==> src/hdl/asp_map.svh <==
`ifndef ASP_MAP_SVH
`define ASP_MAP_SVH

// register byte offsets on the axi4-lite port
`define ASP_OFF_IRQ_LEVEL 8'h00
`define ASP_OFF_IRQ_VECTOR 8'h04
`define ASP_OFF_BAUD 8'h08
`define ASP_OFF_CONFIG 8'h0c
`define ASP_OFF_STATUS 8'h10
`define ASP_OFF_DATA 8'h14
`define ASP_OFF_STATUS_DATA 8'h18

// reset values
`define ASP_RST_IRQ_LEVEL 3'h0
`define ASP_RST_IRQ_VECTOR 7'h07
`define ASP_RST_BAUD 13'h0000
`define ASP_RST_CONFIG 16'h0000
`define ASP_RST_FLAGS 9'h180

// status flag positions
`define ASP_F_TX_EMPTY 8
`define ASP_F_TX_DONE 7
`define ASP_F_RX_FULL 6
`define ASP_F_RX_BUSY 5
`define ASP_F_IDLE 4
`define ASP_F_OVR 3
`define ASP_F_NOISE 2
`define ASP_F_FRAME 1
`define ASP_F_PARITY 0
`define ASP_RX_FLAG_MASK 9'h05f

// timing: baud = fsys / (32 * divisor), receiver samples 16 times a bit
`define ASP_BAUD_PRESCALE 32
`define ASP_SAMPLES_PER_BIT 16
`define ASP_CLK_PER_SAMPLE (`ASP_BAUD_PRESCALE / `ASP_SAMPLES_PER_BIT)
`define ASP_MID_SAMPLE 4'h7
`define ASP_VOTE_A 4'hd
`define ASP_VOTE_B 4'he
`define ASP_LAST_SAMPLE 4'hf

// axi responses
`define ASP_RESP_OKAY 2'b00
`define ASP_RESP_SLVERR 2'b10

`endif

==> src/hdl/asp_pkg.sv <==
package asp_pkg;

    // serial_config_control layout, bit 15 unused
    typedef struct packed {
        logic unused;
        logic loopback_select;
        logic tx_open_drain_select;
        logic idle_detect_type;
        logic parity_type;
        logic parity_enable;
        logic frame_nine;
        logic wake_on_address;
        logic tx_empty_irq_enable;
        logic tx_complete_irq_enable;
        logic rx_full_irq_enable;
        logic idle_irq_enable;
        logic transmitter_enable;
        logic receiver_enable;
        logic receiver_sleep;
        logic send_break;
    } asp_cfg_type;

    // interrupt acknowledge from the processor side
    typedef struct packed {
        logic ack;
        logic [2:0] mask;
    } asp_iack_type;

    // answer to an acknowledge
    typedef struct packed {
        logic respond;
        logic [7:0] vector;
    } asp_iresp_type;

    typedef enum logic [1:0] {
        ASP_TX_IDLE = 2'b01,
        ASP_TX_SHIFT = 2'b10
    } asp_tx_state_type;

    typedef enum logic [2:0] {
        ASP_RX_IDLE = 3'b001,
        ASP_RX_START = 3'b010,
        ASP_RX_DATA = 3'b100
    } asp_rx_state_type;

endpackage

==> src/hdl/asp_top.sv <==
// Local design decisions: the AXI4-Lite register port and the placing of the registers.
`timescale 1ns/1ns
`include "asp_map.svh"
// Behaviour
// - 3-bit level sets priority, zero disables
// - acknowledge answered only when level beats mask
// - equal levels: synchronous unit wins over async
// - vector upper bits shared, bit0 marks source
// - vector bit0 ignores writes, reads as one
// - vector resets to 0f hex
// - baud is fsys/(32*divisor), zero stops
// - frame select: ten or eleven bit frames
// - parity enable and even/odd type
// - idle count starts at first one or after stop
// - wake on idle line or address mark
// - sleeping receiver ignores data, hardware clears sleep
// - loopback feeds transmitter into receiver
// - open-drain transmit pin when selected
// - four separate interrupt source enables
// - transmitter owns pin when enabled; receiver enable
// - break frames sent after current frame
// - flags cleared by status read then data access
// - flag set after status read survives access
// - status-data word read clears only rx flags
// - overrun discards new character, full stays set
// - status flags listed, tx empty/complete reset one
// - ninth data bit is data bit 8
module asp_top
(
    // clock and reset
    input wire logic aclk,
    input wire logic aresetn,
    // axi4-lite slave
    input wire logic [7:0] s_axi_awaddr,
    input wire logic s_axi_awvalid,
    output logic s_axi_awready,
    input wire logic [31:0] s_axi_wdata,
    input wire logic [3:0] s_axi_wstrb,
    input wire logic s_axi_wvalid,
    output logic s_axi_wready,
    output logic [1:0] s_axi_bresp,
    output logic s_axi_bvalid,
    input wire logic s_axi_bready,
    input wire logic [7:0] s_axi_araddr,
    input wire logic s_axi_arvalid,
    output logic s_axi_arready,
    output logic [31:0] s_axi_rdata,
    output logic [1:0] s_axi_rresp,
    output logic s_axi_rvalid,
    input wire logic s_axi_rready,
    // serial line
    input wire logic rxd_i,
    output logic txd_o,
    output logic txd_oe_n,
    // general purpose use of the transmit pin
    input wire logic gpio_o,
    input wire logic gpio_dir,
    // sibling synchronous unit request
    input wire logic sync_irq_req,
    input wire logic [2:0] sync_irq_level,
    // interrupt request and acknowledge
    output logic [2:0] irq_level,
    input wire asp_pkg::asp_iack_type iack,
    output asp_pkg::asp_iresp_type iresp
);
    import asp_pkg::*;

    function automatic logic [15:0] merge16(input logic [15:0] old,
        input logic [31:0] wd, input logic [3:0] st);
        merge16 = {st[1] ? wd[15:8] : old[15:8], st[0] ? wd[7:0] : old[7:0]};
    endfunction

    // parity of the data bits below the top one, odd type inverts
    function automatic logic par_bit(input logic [8:0] d, input logic nine,
        input logic odd);
        par_bit = (nine ? ^d[7:0] : ^d[6:0]) ^ odd;
    endfunction

    logic [2:0] level_q;
    logic [7:1] vector_q;
    logic [12:0] baud_q;
    asp_cfg_type cfg_q;
    logic [8:0] flags_q;
    logic [8:0] seen_q;
    logic [8:0] flag_set;
    logic [8:0] flag_clr;
    logic [8:0] tdr_q;
    logic tdr_full_q;
    logic [8:0] rdr_q;
    logic bvalid_q;
    logic [1:0] bresp_q;
    logic rvalid_q;
    logic [31:0] rdata_q;
    logic [1:0] rresp_q;
    logic wr_go;
    logic rd_go;
    logic data_wr;
    logic data_rd;
    logic stat_rd;
    logic long_rd;
    logic [15:0] status_view;
    logic [13:0] div_q;
    logic tick;
    asp_tx_state_type tx_state_q;
    logic [10:0] tx_shift_q;
    logic [3:0] tx_samp_q;
    logic [3:0] tx_left_q;
    logic tx_line;
    logic tx_load;
    logic tx_done;
    logic rx_line;
    asp_rx_state_type rx_state_q;
    logic [3:0] rx_samp_q;
    logic [3:0] rx_bit_q;
    logic [9:0] rx_shift_q;
    logic vote_a_q;
    logic vote_b_q;
    logic noise_q;
    logic rx_bit_done;
    logic rx_bit_val;
    logic rx_frame_done;
    logic [3:0] frame_bits;
    logic [8:0] rx_data;
    logic [7:0] idle_cnt_q;
    logic idle_armed_q;
    logic idle_hit;
    logic wake_hit;
    logic async_req;
    logic sync_wins;
    logic [2:0] win_level;

    assign frame_bits = cfg_q.frame_nine ? 4'hb : 4'ha;

    // axi handshakes: one write and one read outstanding at most
    assign s_axi_awready = s_axi_awvalid && s_axi_wvalid && !bvalid_q;
    assign s_axi_wready = s_axi_awready;
    assign s_axi_arready = !rvalid_q;
    assign wr_go = s_axi_awready;
    assign rd_go = s_axi_arvalid && s_axi_arready;
    assign s_axi_bvalid = bvalid_q;
    assign s_axi_bresp = bresp_q;
    assign s_axi_rvalid = rvalid_q;
    assign s_axi_rdata = rdata_q;
    assign s_axi_rresp = rresp_q;

    assign data_wr = wr_go && s_axi_awaddr == `ASP_OFF_DATA &&
        |s_axi_wstrb[1:0];
    assign data_rd = rd_go && s_axi_araddr == `ASP_OFF_DATA;
    assign stat_rd = rd_go && s_axi_araddr == `ASP_OFF_STATUS;
    assign long_rd = rd_go && s_axi_araddr == `ASP_OFF_STATUS_DATA;

    always_comb
    begin
        status_view = {7'h00, flags_q};
        status_view[`ASP_F_RX_BUSY] = rx_state_q != ASP_RX_IDLE;
    end

    always_ff @(posedge aclk)
    begin
        if (!aresetn)
        begin
            bvalid_q <= 1'b0;
            bresp_q <= `ASP_RESP_OKAY;
        end
        else if (wr_go)
        begin
            bvalid_q <= 1'b1;
            case (s_axi_awaddr)
                `ASP_OFF_IRQ_LEVEL, `ASP_OFF_IRQ_VECTOR, `ASP_OFF_BAUD,
                `ASP_OFF_CONFIG, `ASP_OFF_DATA: bresp_q <= `ASP_RESP_OKAY;
                default: bresp_q <= `ASP_RESP_SLVERR;
            endcase
        end
        else if (s_axi_bready)
            bvalid_q <= 1'b0;
    end

    always_ff @(posedge aclk)
    begin
        if (!aresetn)
        begin
            rvalid_q <= 1'b0;
            rdata_q <= 32'h0000_0000;
            rresp_q <= `ASP_RESP_OKAY;
        end
        else if (rd_go)
        begin
            rvalid_q <= 1'b1;
            rresp_q <= `ASP_RESP_OKAY;
            case (s_axi_araddr)
                `ASP_OFF_IRQ_LEVEL: rdata_q <= {29'h0, level_q};
                `ASP_OFF_IRQ_VECTOR:
                    rdata_q <= {24'h0, vector_q, 1'b1};
                `ASP_OFF_BAUD: rdata_q <= {19'h0, baud_q};
                `ASP_OFF_CONFIG: rdata_q <= {16'h0, cfg_q};
                `ASP_OFF_STATUS: rdata_q <= {16'h0, status_view};
                `ASP_OFF_DATA: rdata_q <= {23'h0, rdr_q};
                `ASP_OFF_STATUS_DATA: rdata_q <= {status_view, 7'h00, rdr_q};
                default:
                begin
                    rdata_q <= 32'h0000_0000;
                    rresp_q <= `ASP_RESP_SLVERR;
                end
            endcase
        end
        else if (s_axi_rready)
            rvalid_q <= 1'b0;
    end

    // interrupt level, vector and baud registers
    always_ff @(posedge aclk)
    begin
        if (!aresetn)
        begin
            level_q <= `ASP_RST_IRQ_LEVEL;
            vector_q <= `ASP_RST_IRQ_VECTOR;
            baud_q <= `ASP_RST_BAUD;
        end
        else if (wr_go)
        begin
            if (s_axi_awaddr == `ASP_OFF_IRQ_LEVEL && s_axi_wstrb[0])
                level_q <= s_axi_wdata[2:0];
            if (s_axi_awaddr == `ASP_OFF_IRQ_VECTOR && s_axi_wstrb[0])
                vector_q <= s_axi_wdata[7:1];
            if (s_axi_awaddr == `ASP_OFF_BAUD)
                baud_q <= 13'(merge16({3'h0, baud_q}, s_axi_wdata,
                    s_axi_wstrb));
        end
    end

    // configuration; hardware clears the sleep bit on wakeup
    always_ff @(posedge aclk)
    begin
        if (!aresetn)
            cfg_q <= `ASP_RST_CONFIG;
        else
        begin
            if (wr_go && s_axi_awaddr == `ASP_OFF_CONFIG)
                cfg_q <= {1'b0, 15'(merge16(cfg_q, s_axi_wdata, s_axi_wstrb))};
            if (wake_hit)
                cfg_q.receiver_sleep <= 1'b0;
        end
    end

    // transmit data register, ninth bit kept with the rest
    always_ff @(posedge aclk)
    begin
        if (!aresetn)
        begin
            tdr_q <= 9'h000;
            tdr_full_q <= 1'b0;
        end
        else if (data_wr)
        begin
            tdr_q <= s_axi_wdata[8:0];
            tdr_full_q <= 1'b1;
        end
        else if (tx_load)
            tdr_full_q <= 1'b0;
    end

    // status read snapshots which flags a data access may clear
    always_ff @(posedge aclk)
    begin
        if (!aresetn)
            seen_q <= 9'h000;
        else if (stat_rd)
            seen_q <= flags_q;
        else if (data_rd || data_wr)
            seen_q <= 9'h000;
    end

    always_comb
    begin
        flag_clr = 9'h000;
        if (data_rd || data_wr)
            flag_clr = seen_q;
        if (long_rd)
            flag_clr = flags_q & `ASP_RX_FLAG_MASK;
        if (tx_load)
            flag_clr[`ASP_F_TX_DONE] = 1'b1;
    end

    // hardware set wins over any clear in the same cycle
    always_ff @(posedge aclk)
    begin
        if (!aresetn)
            flags_q <= `ASP_RST_FLAGS;
        else
            flags_q <= (flags_q & ~flag_clr) | flag_set;
    end

    // baud generator: one sample tick every 2*divisor clocks
    always_ff @(posedge aclk)
    begin
        if (!aresetn || baud_q == 13'h0000)
            div_q <= 14'h0000;
        else if (div_q >= 14'({baud_q, 1'b0} - 14'h1))
            div_q <= 14'h0000;
        else
            div_q <= div_q + 14'h1;
    end
    assign tick = baud_q != 13'h0000 &&
        div_q == 14'(`ASP_CLK_PER_SAMPLE * baud_q - 1);

    // transmitter
    assign tx_load = tx_state_q == ASP_TX_IDLE && cfg_q.transmitter_enable &&
        tdr_full_q && tick;
    assign tx_done = tx_state_q == ASP_TX_SHIFT && tick &&
        tx_samp_q == `ASP_LAST_SAMPLE && tx_left_q == 4'h1;
    assign tx_line = tx_state_q == ASP_TX_SHIFT ? tx_shift_q[0] : 1'b1;

    always_ff @(posedge aclk)
    begin
        if (!aresetn)
        begin
            tx_state_q <= ASP_TX_IDLE;
            tx_shift_q <= 11'h7ff;
            tx_samp_q <= 4'h0;
            tx_left_q <= 4'h0;
        end
        else
        begin
            case (tx_state_q)
                ASP_TX_IDLE:
                begin
                    tx_samp_q <= 4'h0;
                    tx_left_q <= frame_bits;
                    if (tx_load)
                    begin
                        tx_state_q <= ASP_TX_SHIFT;
                        if (cfg_q.frame_nine)
                            tx_shift_q <= {1'b1,
                                cfg_q.parity_enable ? par_bit(tdr_q, 1'b1,
                                cfg_q.parity_type) : tdr_q[8],
                                tdr_q[7:0], 1'b0};
                        else
                            tx_shift_q <= {2'b11,
                                cfg_q.parity_enable ? par_bit(tdr_q, 1'b0,
                                cfg_q.parity_type) : tdr_q[7],
                                tdr_q[6:0], 1'b0};
                    end
                    else if (cfg_q.transmitter_enable && cfg_q.send_break &&
                        tick)
                    begin
                        tx_state_q <= ASP_TX_SHIFT;
                        tx_shift_q <= 11'h000;
                    end
                end
                ASP_TX_SHIFT:
                begin
                    if (tick)
                    begin
                        tx_samp_q <= tx_samp_q + 4'h1;
                        if (tx_samp_q == `ASP_LAST_SAMPLE)
                        begin
                            tx_shift_q <= {1'b1, tx_shift_q[10:1]};
                            tx_left_q <= tx_left_q - 4'h1;
                            if (tx_left_q == 4'h1)
                                tx_state_q <= ASP_TX_IDLE;
                        end
                    end
                end
                default: tx_state_q <= ASP_TX_IDLE;
            endcase
        end
    end

    // pin: push-pull or open-drain, gpio when transmitter is off
    always_comb
    begin
        logic val;
        logic drive;
        val = cfg_q.transmitter_enable ? tx_line : gpio_o;
        drive = cfg_q.transmitter_enable || gpio_dir;
        if (!drive)
        begin
            txd_o = 1'b1;
            txd_oe_n = 1'b1;
        end
        else if (cfg_q.tx_open_drain_select)
        begin
            txd_o = 1'b0;
            txd_oe_n = val;
        end
        else
        begin
            txd_o = val;
            txd_oe_n = 1'b0;
        end
    end

    // receiver
    assign rx_line = cfg_q.loopback_select ? tx_line : rxd_i;
    assign rx_bit_done = rx_state_q == ASP_RX_DATA && tick &&
        rx_samp_q == `ASP_LAST_SAMPLE;
    assign rx_bit_val = (vote_a_q & vote_b_q) | (vote_a_q & rx_line) |
        (vote_b_q & rx_line);
    assign rx_frame_done = rx_bit_done && rx_bit_q == frame_bits - 4'h2;
    assign rx_data = cfg_q.frame_nine ? rx_shift_q[9:1] :
        {1'b0, rx_shift_q[9:2]};

    always_ff @(posedge aclk)
    begin
        if (!aresetn || !cfg_q.receiver_enable)
        begin
            rx_state_q <= ASP_RX_IDLE;
            rx_samp_q <= 4'h0;
            rx_bit_q <= 4'h0;
            rx_shift_q <= 10'h000;
            vote_a_q <= 1'b1;
            vote_b_q <= 1'b1;
            noise_q <= 1'b0;
        end
        else if (tick)
        begin
            case (rx_state_q)
                ASP_RX_IDLE:
                begin
                    rx_samp_q <= 4'h0;
                    noise_q <= 1'b0;
                    if (!rx_line)
                        rx_state_q <= ASP_RX_START;
                end
                ASP_RX_START:
                begin
                    rx_samp_q <= rx_samp_q + 4'h1;
                    if (rx_samp_q == `ASP_MID_SAMPLE)
                    begin
                        rx_samp_q <= 4'h0;
                        rx_bit_q <= 4'h0;
                        rx_state_q <= rx_line ? ASP_RX_IDLE : ASP_RX_DATA;
                    end
                end
                ASP_RX_DATA:
                begin
                    rx_samp_q <= rx_samp_q + 4'h1;
                    if (rx_samp_q == `ASP_VOTE_A)
                        vote_a_q <= rx_line;
                    if (rx_samp_q == `ASP_VOTE_B)
                        vote_b_q <= rx_line;
                    if (rx_bit_done)
                    begin
                        rx_shift_q <= {rx_bit_val, rx_shift_q[9:1]};
                        rx_bit_q <= rx_bit_q + 4'h1;
                        if (vote_a_q != vote_b_q || vote_b_q != rx_line)
                            noise_q <= 1'b1;
                        if (rx_frame_done)
                            rx_state_q <= ASP_RX_IDLE;
                    end
                end
                default: rx_state_q <= ASP_RX_IDLE;
            endcase
        end
    end

    // idle line: a frame's worth of ones; long type waits for the stop bit
    assign idle_hit = tick && idle_armed_q && rx_line &&
        idle_cnt_q == {frame_bits, 4'h0} - 8'h1;
    always_ff @(posedge aclk)
    begin
        if (!aresetn || !cfg_q.receiver_enable)
        begin
            idle_cnt_q <= 8'h00;
            idle_armed_q <= 1'b0;
        end
        else if (tick)
        begin
            if (!rx_line || (cfg_q.idle_detect_type &&
                rx_state_q != ASP_RX_IDLE))
                idle_cnt_q <= 8'h00;
            else if (idle_armed_q)
                idle_cnt_q <= idle_cnt_q + 8'h01;
            if (rx_state_q == ASP_RX_START)
                idle_armed_q <= 1'b1;
            else if (idle_hit)
                idle_armed_q <= 1'b0;
        end
    end

    // wakeup: idle line, or a frame whose top data bit is set
    assign wake_hit = cfg_q.receiver_sleep && (cfg_q.wake_on_address ?
        rx_frame_done && rx_data[cfg_q.frame_nine ? 8 : 7] :
        idle_hit);

    always_comb
    begin
        logic take;
        logic stop_bit;
        take = rx_frame_done &&
            (!cfg_q.receiver_sleep || wake_hit);
        stop_bit = rx_bit_val;
        flag_set = 9'h000;
        flag_set[`ASP_F_TX_EMPTY] = tx_load;
        flag_set[`ASP_F_TX_DONE] = tx_done && !tdr_full_q &&
            !cfg_q.send_break;
        flag_set[`ASP_F_IDLE] = idle_hit && !cfg_q.receiver_sleep;
        if (take)
        begin
            if (flags_q[`ASP_F_RX_FULL])
                flag_set[`ASP_F_OVR] = 1'b1;
            else
            begin
                flag_set[`ASP_F_RX_FULL] = 1'b1;
                flag_set[`ASP_F_NOISE] = noise_q ||
                    vote_a_q != vote_b_q || vote_b_q != rx_line;
                flag_set[`ASP_F_FRAME] = !stop_bit;
                flag_set[`ASP_F_PARITY] = cfg_q.parity_enable &&
                    (par_bit(rx_data, cfg_q.frame_nine, cfg_q.parity_type) !=
                    rx_data[cfg_q.frame_nine ? 8 : 7]);
            end
        end
    end

    // overrun keeps the old character; the new one is dropped
    always_ff @(posedge aclk)
    begin
        if (!aresetn)
            rdr_q <= 9'h000;
        else if (rx_frame_done && !flags_q[`ASP_F_RX_FULL] &&
            (!cfg_q.receiver_sleep || wake_hit))
            rdr_q <= rx_data;
    end

    // interrupt request and arbitration against the synchronous unit
    assign async_req = level_q != 3'h0 && ((flags_q[`ASP_F_TX_EMPTY] &&
        cfg_q.tx_empty_irq_enable) || (flags_q[`ASP_F_TX_DONE] &&
        cfg_q.tx_complete_irq_enable) || ((flags_q[`ASP_F_RX_FULL] ||
        flags_q[`ASP_F_OVR]) && cfg_q.rx_full_irq_enable) ||
        (flags_q[`ASP_F_IDLE] && cfg_q.idle_irq_enable));
    assign sync_wins = sync_irq_req && sync_irq_level != 3'h0 &&
        (!async_req || sync_irq_level >= level_q);
    assign win_level = sync_wins ? sync_irq_level :
        (async_req ? level_q : 3'h0);
    assign irq_level = win_level;

    always_ff @(posedge aclk)
    begin
        if (!aresetn)
            iresp <= '0;
        else
        begin
            iresp.respond <= iack.ack && win_level > iack.mask;
            iresp.vector <= {vector_q, sync_wins};
        end
    end

endmodule // asp_top

==> config.mk <==
export PLATFORM = sky130hd
export DESIGN_NAME = asp_top
export DESIGN_NICKNAME = d
export VERILOG_FILES = /design/src/hdl/asp_pkg.sv /design/src/hdl/asp_top.sv
export VERILOG_INCLUDE_DIRS = /design/src /design/src/hdl
export SDC_FILE = /design/constraint.sdc
export NUM_CORES = 1
export LEC_CHECK = 0
export BUFFER_PORTS_ARGS = -buffer_cell sky130_fd_sc_hd__buf_2
export CAP_MARGIN = 10
export CELL_PAD_IN_SITES_DETAIL_PLACEMENT = 1
export CELL_PAD_IN_SITES_GLOBAL_PLACEMENT = 2
export CORE_UTILIZATION = 35
export CTS_CLUSTER_SIZE = 8
export DETAILED_ROUTE_END_ITERATION = 6
export PLACE_DENSITY_LB_ADDON = 0.1
export SYNTH_ARGS = -nofsm -noshare
export SYNTH_HDL_FRONTEND = slang
export SYNTH_SLANG_ARGS = --single-unit
export TNS_END_PERCENT = 30
==> constraint.sdc <==
create_clock -name aclk -period 4.7 [get_ports aclk]
set_input_delay 0.705 -clock aclk [delete_from_list [all_inputs] [get_ports aclk]]
set_output_delay 0.705 -clock aclk [all_outputs]
set_load 0.05 [all_outputs]
==> metrics <==
crit share post-route 84.6%; power density cells 316 nW/µm²; via density per instance 5.32; worst path required time 4.99 ns; Post-CTS Setup Bufs 0; core region area 25100 µm²; worst flop-to-flop path startpoint baud_q[3]; vias 7739; CP endpoint kind register; Setup crit start kind register; Post-Syn Area 8910 µm²; Max Slew Vio Count 0; distinct cell type count after synthesis 72; DR iter-0 viols 413; Root Buffer clkbuf_16; fillcell total 3040; slew at the pin with the worst max-slew slack 0.921 ns; crit path kind register to register; I/O pins 125; fin util 41.1%; DRC Markers 0; CTS buffer count 17; drt pass-1 iters 4; Area contributors post-synth dfxtp_1, mux2i_1, nor2_1, ha_1, nand2_1; flop2flop setup slack 0.72 ns; Synth Flop Type dfxtp_1; H-tree depth 4; most frequent cells in the layout dfxtp_1, nor2_1, buf_2; Slowest cell on crit path and3_1; Die Y 162 µm; Yosys top cell area share 39.8%; Yosys Warn Count 0; die area 26100 µm²; endpoints failing setup 0; Hold Path End s_axi_rdata[8]; FMAX 0.251 GHz; static leakage 3.96 nW; synthesis-stage register bit count 177; crit-path leading delay family simple AND/OR/NAND/NOR gates; Seq/Total Area, Yosys 39.8%; RSZ-0062 raised after global routing no; Total GRT Usage 21.8%; Die X 162 µm; worst path arrival time 4.26 ns; antenna violations before repair 0; Rel. slew slack 38.1%; Post-CTS Resized 0; clock sink count 177; run status complete, no violations; commonest non-fill, non-tap cell in the layout dfxtp_1; clk_lat worst skew 0.44 ns; clock skew 0.0154 ns; Clock Tree Buf Depth 2; TritonCTS clock tree yes; clock slew seen by the registers of the worst setup and hold paths 0.07 ns; Multi-input gate area 4980 µm²; Post-DP HPWL 20.7 mm; Yosys top cell by area dfxtp_1; R2R depth 13; Hold Buf Count CTS 0; r2r endpoint tx_shift_q[1]; Worst path max stage delay 0.54 ns; Seq. cell area 3540 µm²; Worst Hold Depth 2; EDFF count, synth 0; setup TNS 0 ns; P&R area growth vs syn 15.7%; antenna-violating nets left 0; Mapped Avg Cell Area 8.64 µm²; routed wire length 27.7 mm; Critical Path Fanout Max 11; Buf/Inv on CP 0; Buffers on Ports 95; ys async rst share 0%; global-route wire length before repair 43.8 mm; initial core utilization 35.5%; Max IR drop VDD 0.173 mV; GPL Wtd Cong 0.842; crit-path cells nor2_1, nand2_1, nor3_1, nand3_1, nor4_1, xnor2_1, ha_1, nand4_1, nor4_2, and3_1, o21ai_1, a221oi_1, o21ai_0; hold path startpoint s_axi_rdata[8]; Mapped Cells 1031; DR WL/cell 19.1 µm; crit path time final 3.98 ns; Max-Cap Viols 0; layout cells sized above 1 15.9%; row cnt 58; total global routing overflow 0; vias in the first global route 7768; Fin. Hold Viols 0; Nets 1213; Hold WC Path Type register to register; largest net degree at the start of global routing 72
-- stage by stage --
step,area [µm²],setup WS (ns),total power [mW],cells,hold WS (ns)
2_1_floorplan,8940,1.40,1.66,1040,0.444
3_3_place_gp,9660,0.804,1.71,1421,0.439
3_5_place_dp,9660,0.728,1.71,1421,0.447
4_1_cts,10300,0.694,3.30,1453,0.464
5_1_grt,10300,0.328,3.36,1453,0.498
6_report,10300,0.722,3.26,1454,0.454
-- final cells by class --
class,instances,share of cell area [%]
multi-input combinational,771,48.3
inverter,30,1.10
timing repair buffer,113,5.92
tap,330,4.00
antenna,1,0.0243
sequential,177,34.4
clock buffer,17,4.13
clock inverter,15,2.14
-- worst max path at each step --
stage	start	to	slack [ns]	cells after the start
5_1_grt	baud_q[3]	tx_shift_q[1]	0.33	13
2_1_floorplan	baud_q[2]	rx_state_q[2]	1.40	13
3_5_place_dp	baud_q[3]	tx_shift_q[1]	0.73	13
6_report	baud_q[3]	tx_shift_q[1]	0.72	13
3_3_place_gp	baud_q[3]	tx_shift_q[2]	0.80	13
4_1_cts	baud_q[3]	tx_shift_q[1]	0.69	13
-- worst min-delay path: stages, from the launching register on --
cell and delay [ns]:
dfxtp_1 0.32, nand2_1 0.05, o21ai_0 0.05
-- layer usage --
layer  part of all wire, %  global-route usage [%]  vias to the layer above
li1                      -                       -                     3817
met1                    49                    29.6                     3775
met2                    47                    36.4                      128
met3                   3.0                    2.88                       19
met4                   1.0                    5.19                        0
met5                     0                       0                        -
-- logic make-up after synthesis --
family / count (synthesis) / share of synthesized area (%)
other: 1 / 0.0421
multiplexers: 67 / 7.60
buffers and inverters: 92 / 4.68
flip-flops: 177 / 39.8
XOR/XNOR: 50 / 5.07
adder cells (fa/ha/maj): 33 / 4.63
AND/OR/NAND/NOR: 396 / 21.7
AO/OA/AOI/OAI: 215 / 16.5
-- sequential cells by signal, summed over array words and instances, names as in the netlist, 8 cells and up --
signal,cells
baud_q,13
cfg_q,15
div_q,14
flags_q,8
idle_cnt_q,8
iresp,9
rdr_q,9
rx_shift_q,9
s_axi_rdata,24
seen_q,8
tdr_q,9
tx_shift_q,11
-- synth_stat cells, drive strengths merged, types with 16 or more instances --
cell type and number:
a21oi 61, a221oi 16, a22oi 25, and2 16
buf 19, clkbuf 43, dfxtp 177, ha 33
inv 28, mux2i 62, nand2 93, nand3 42
nand4 17, nor2 131, nor3 18, nor4 16
o21ai 45, xnor2 34
-- where the power goes --
group	total, mW	switching (mW)	internal, mW
Sequential	1.51	0.00329	1.50
Combinational	0.169	0.126	0.0431
Clock	1.58	0.670	0.910
Total	3.26	0.800	2.46
Power figures use the tool's default switching activity.
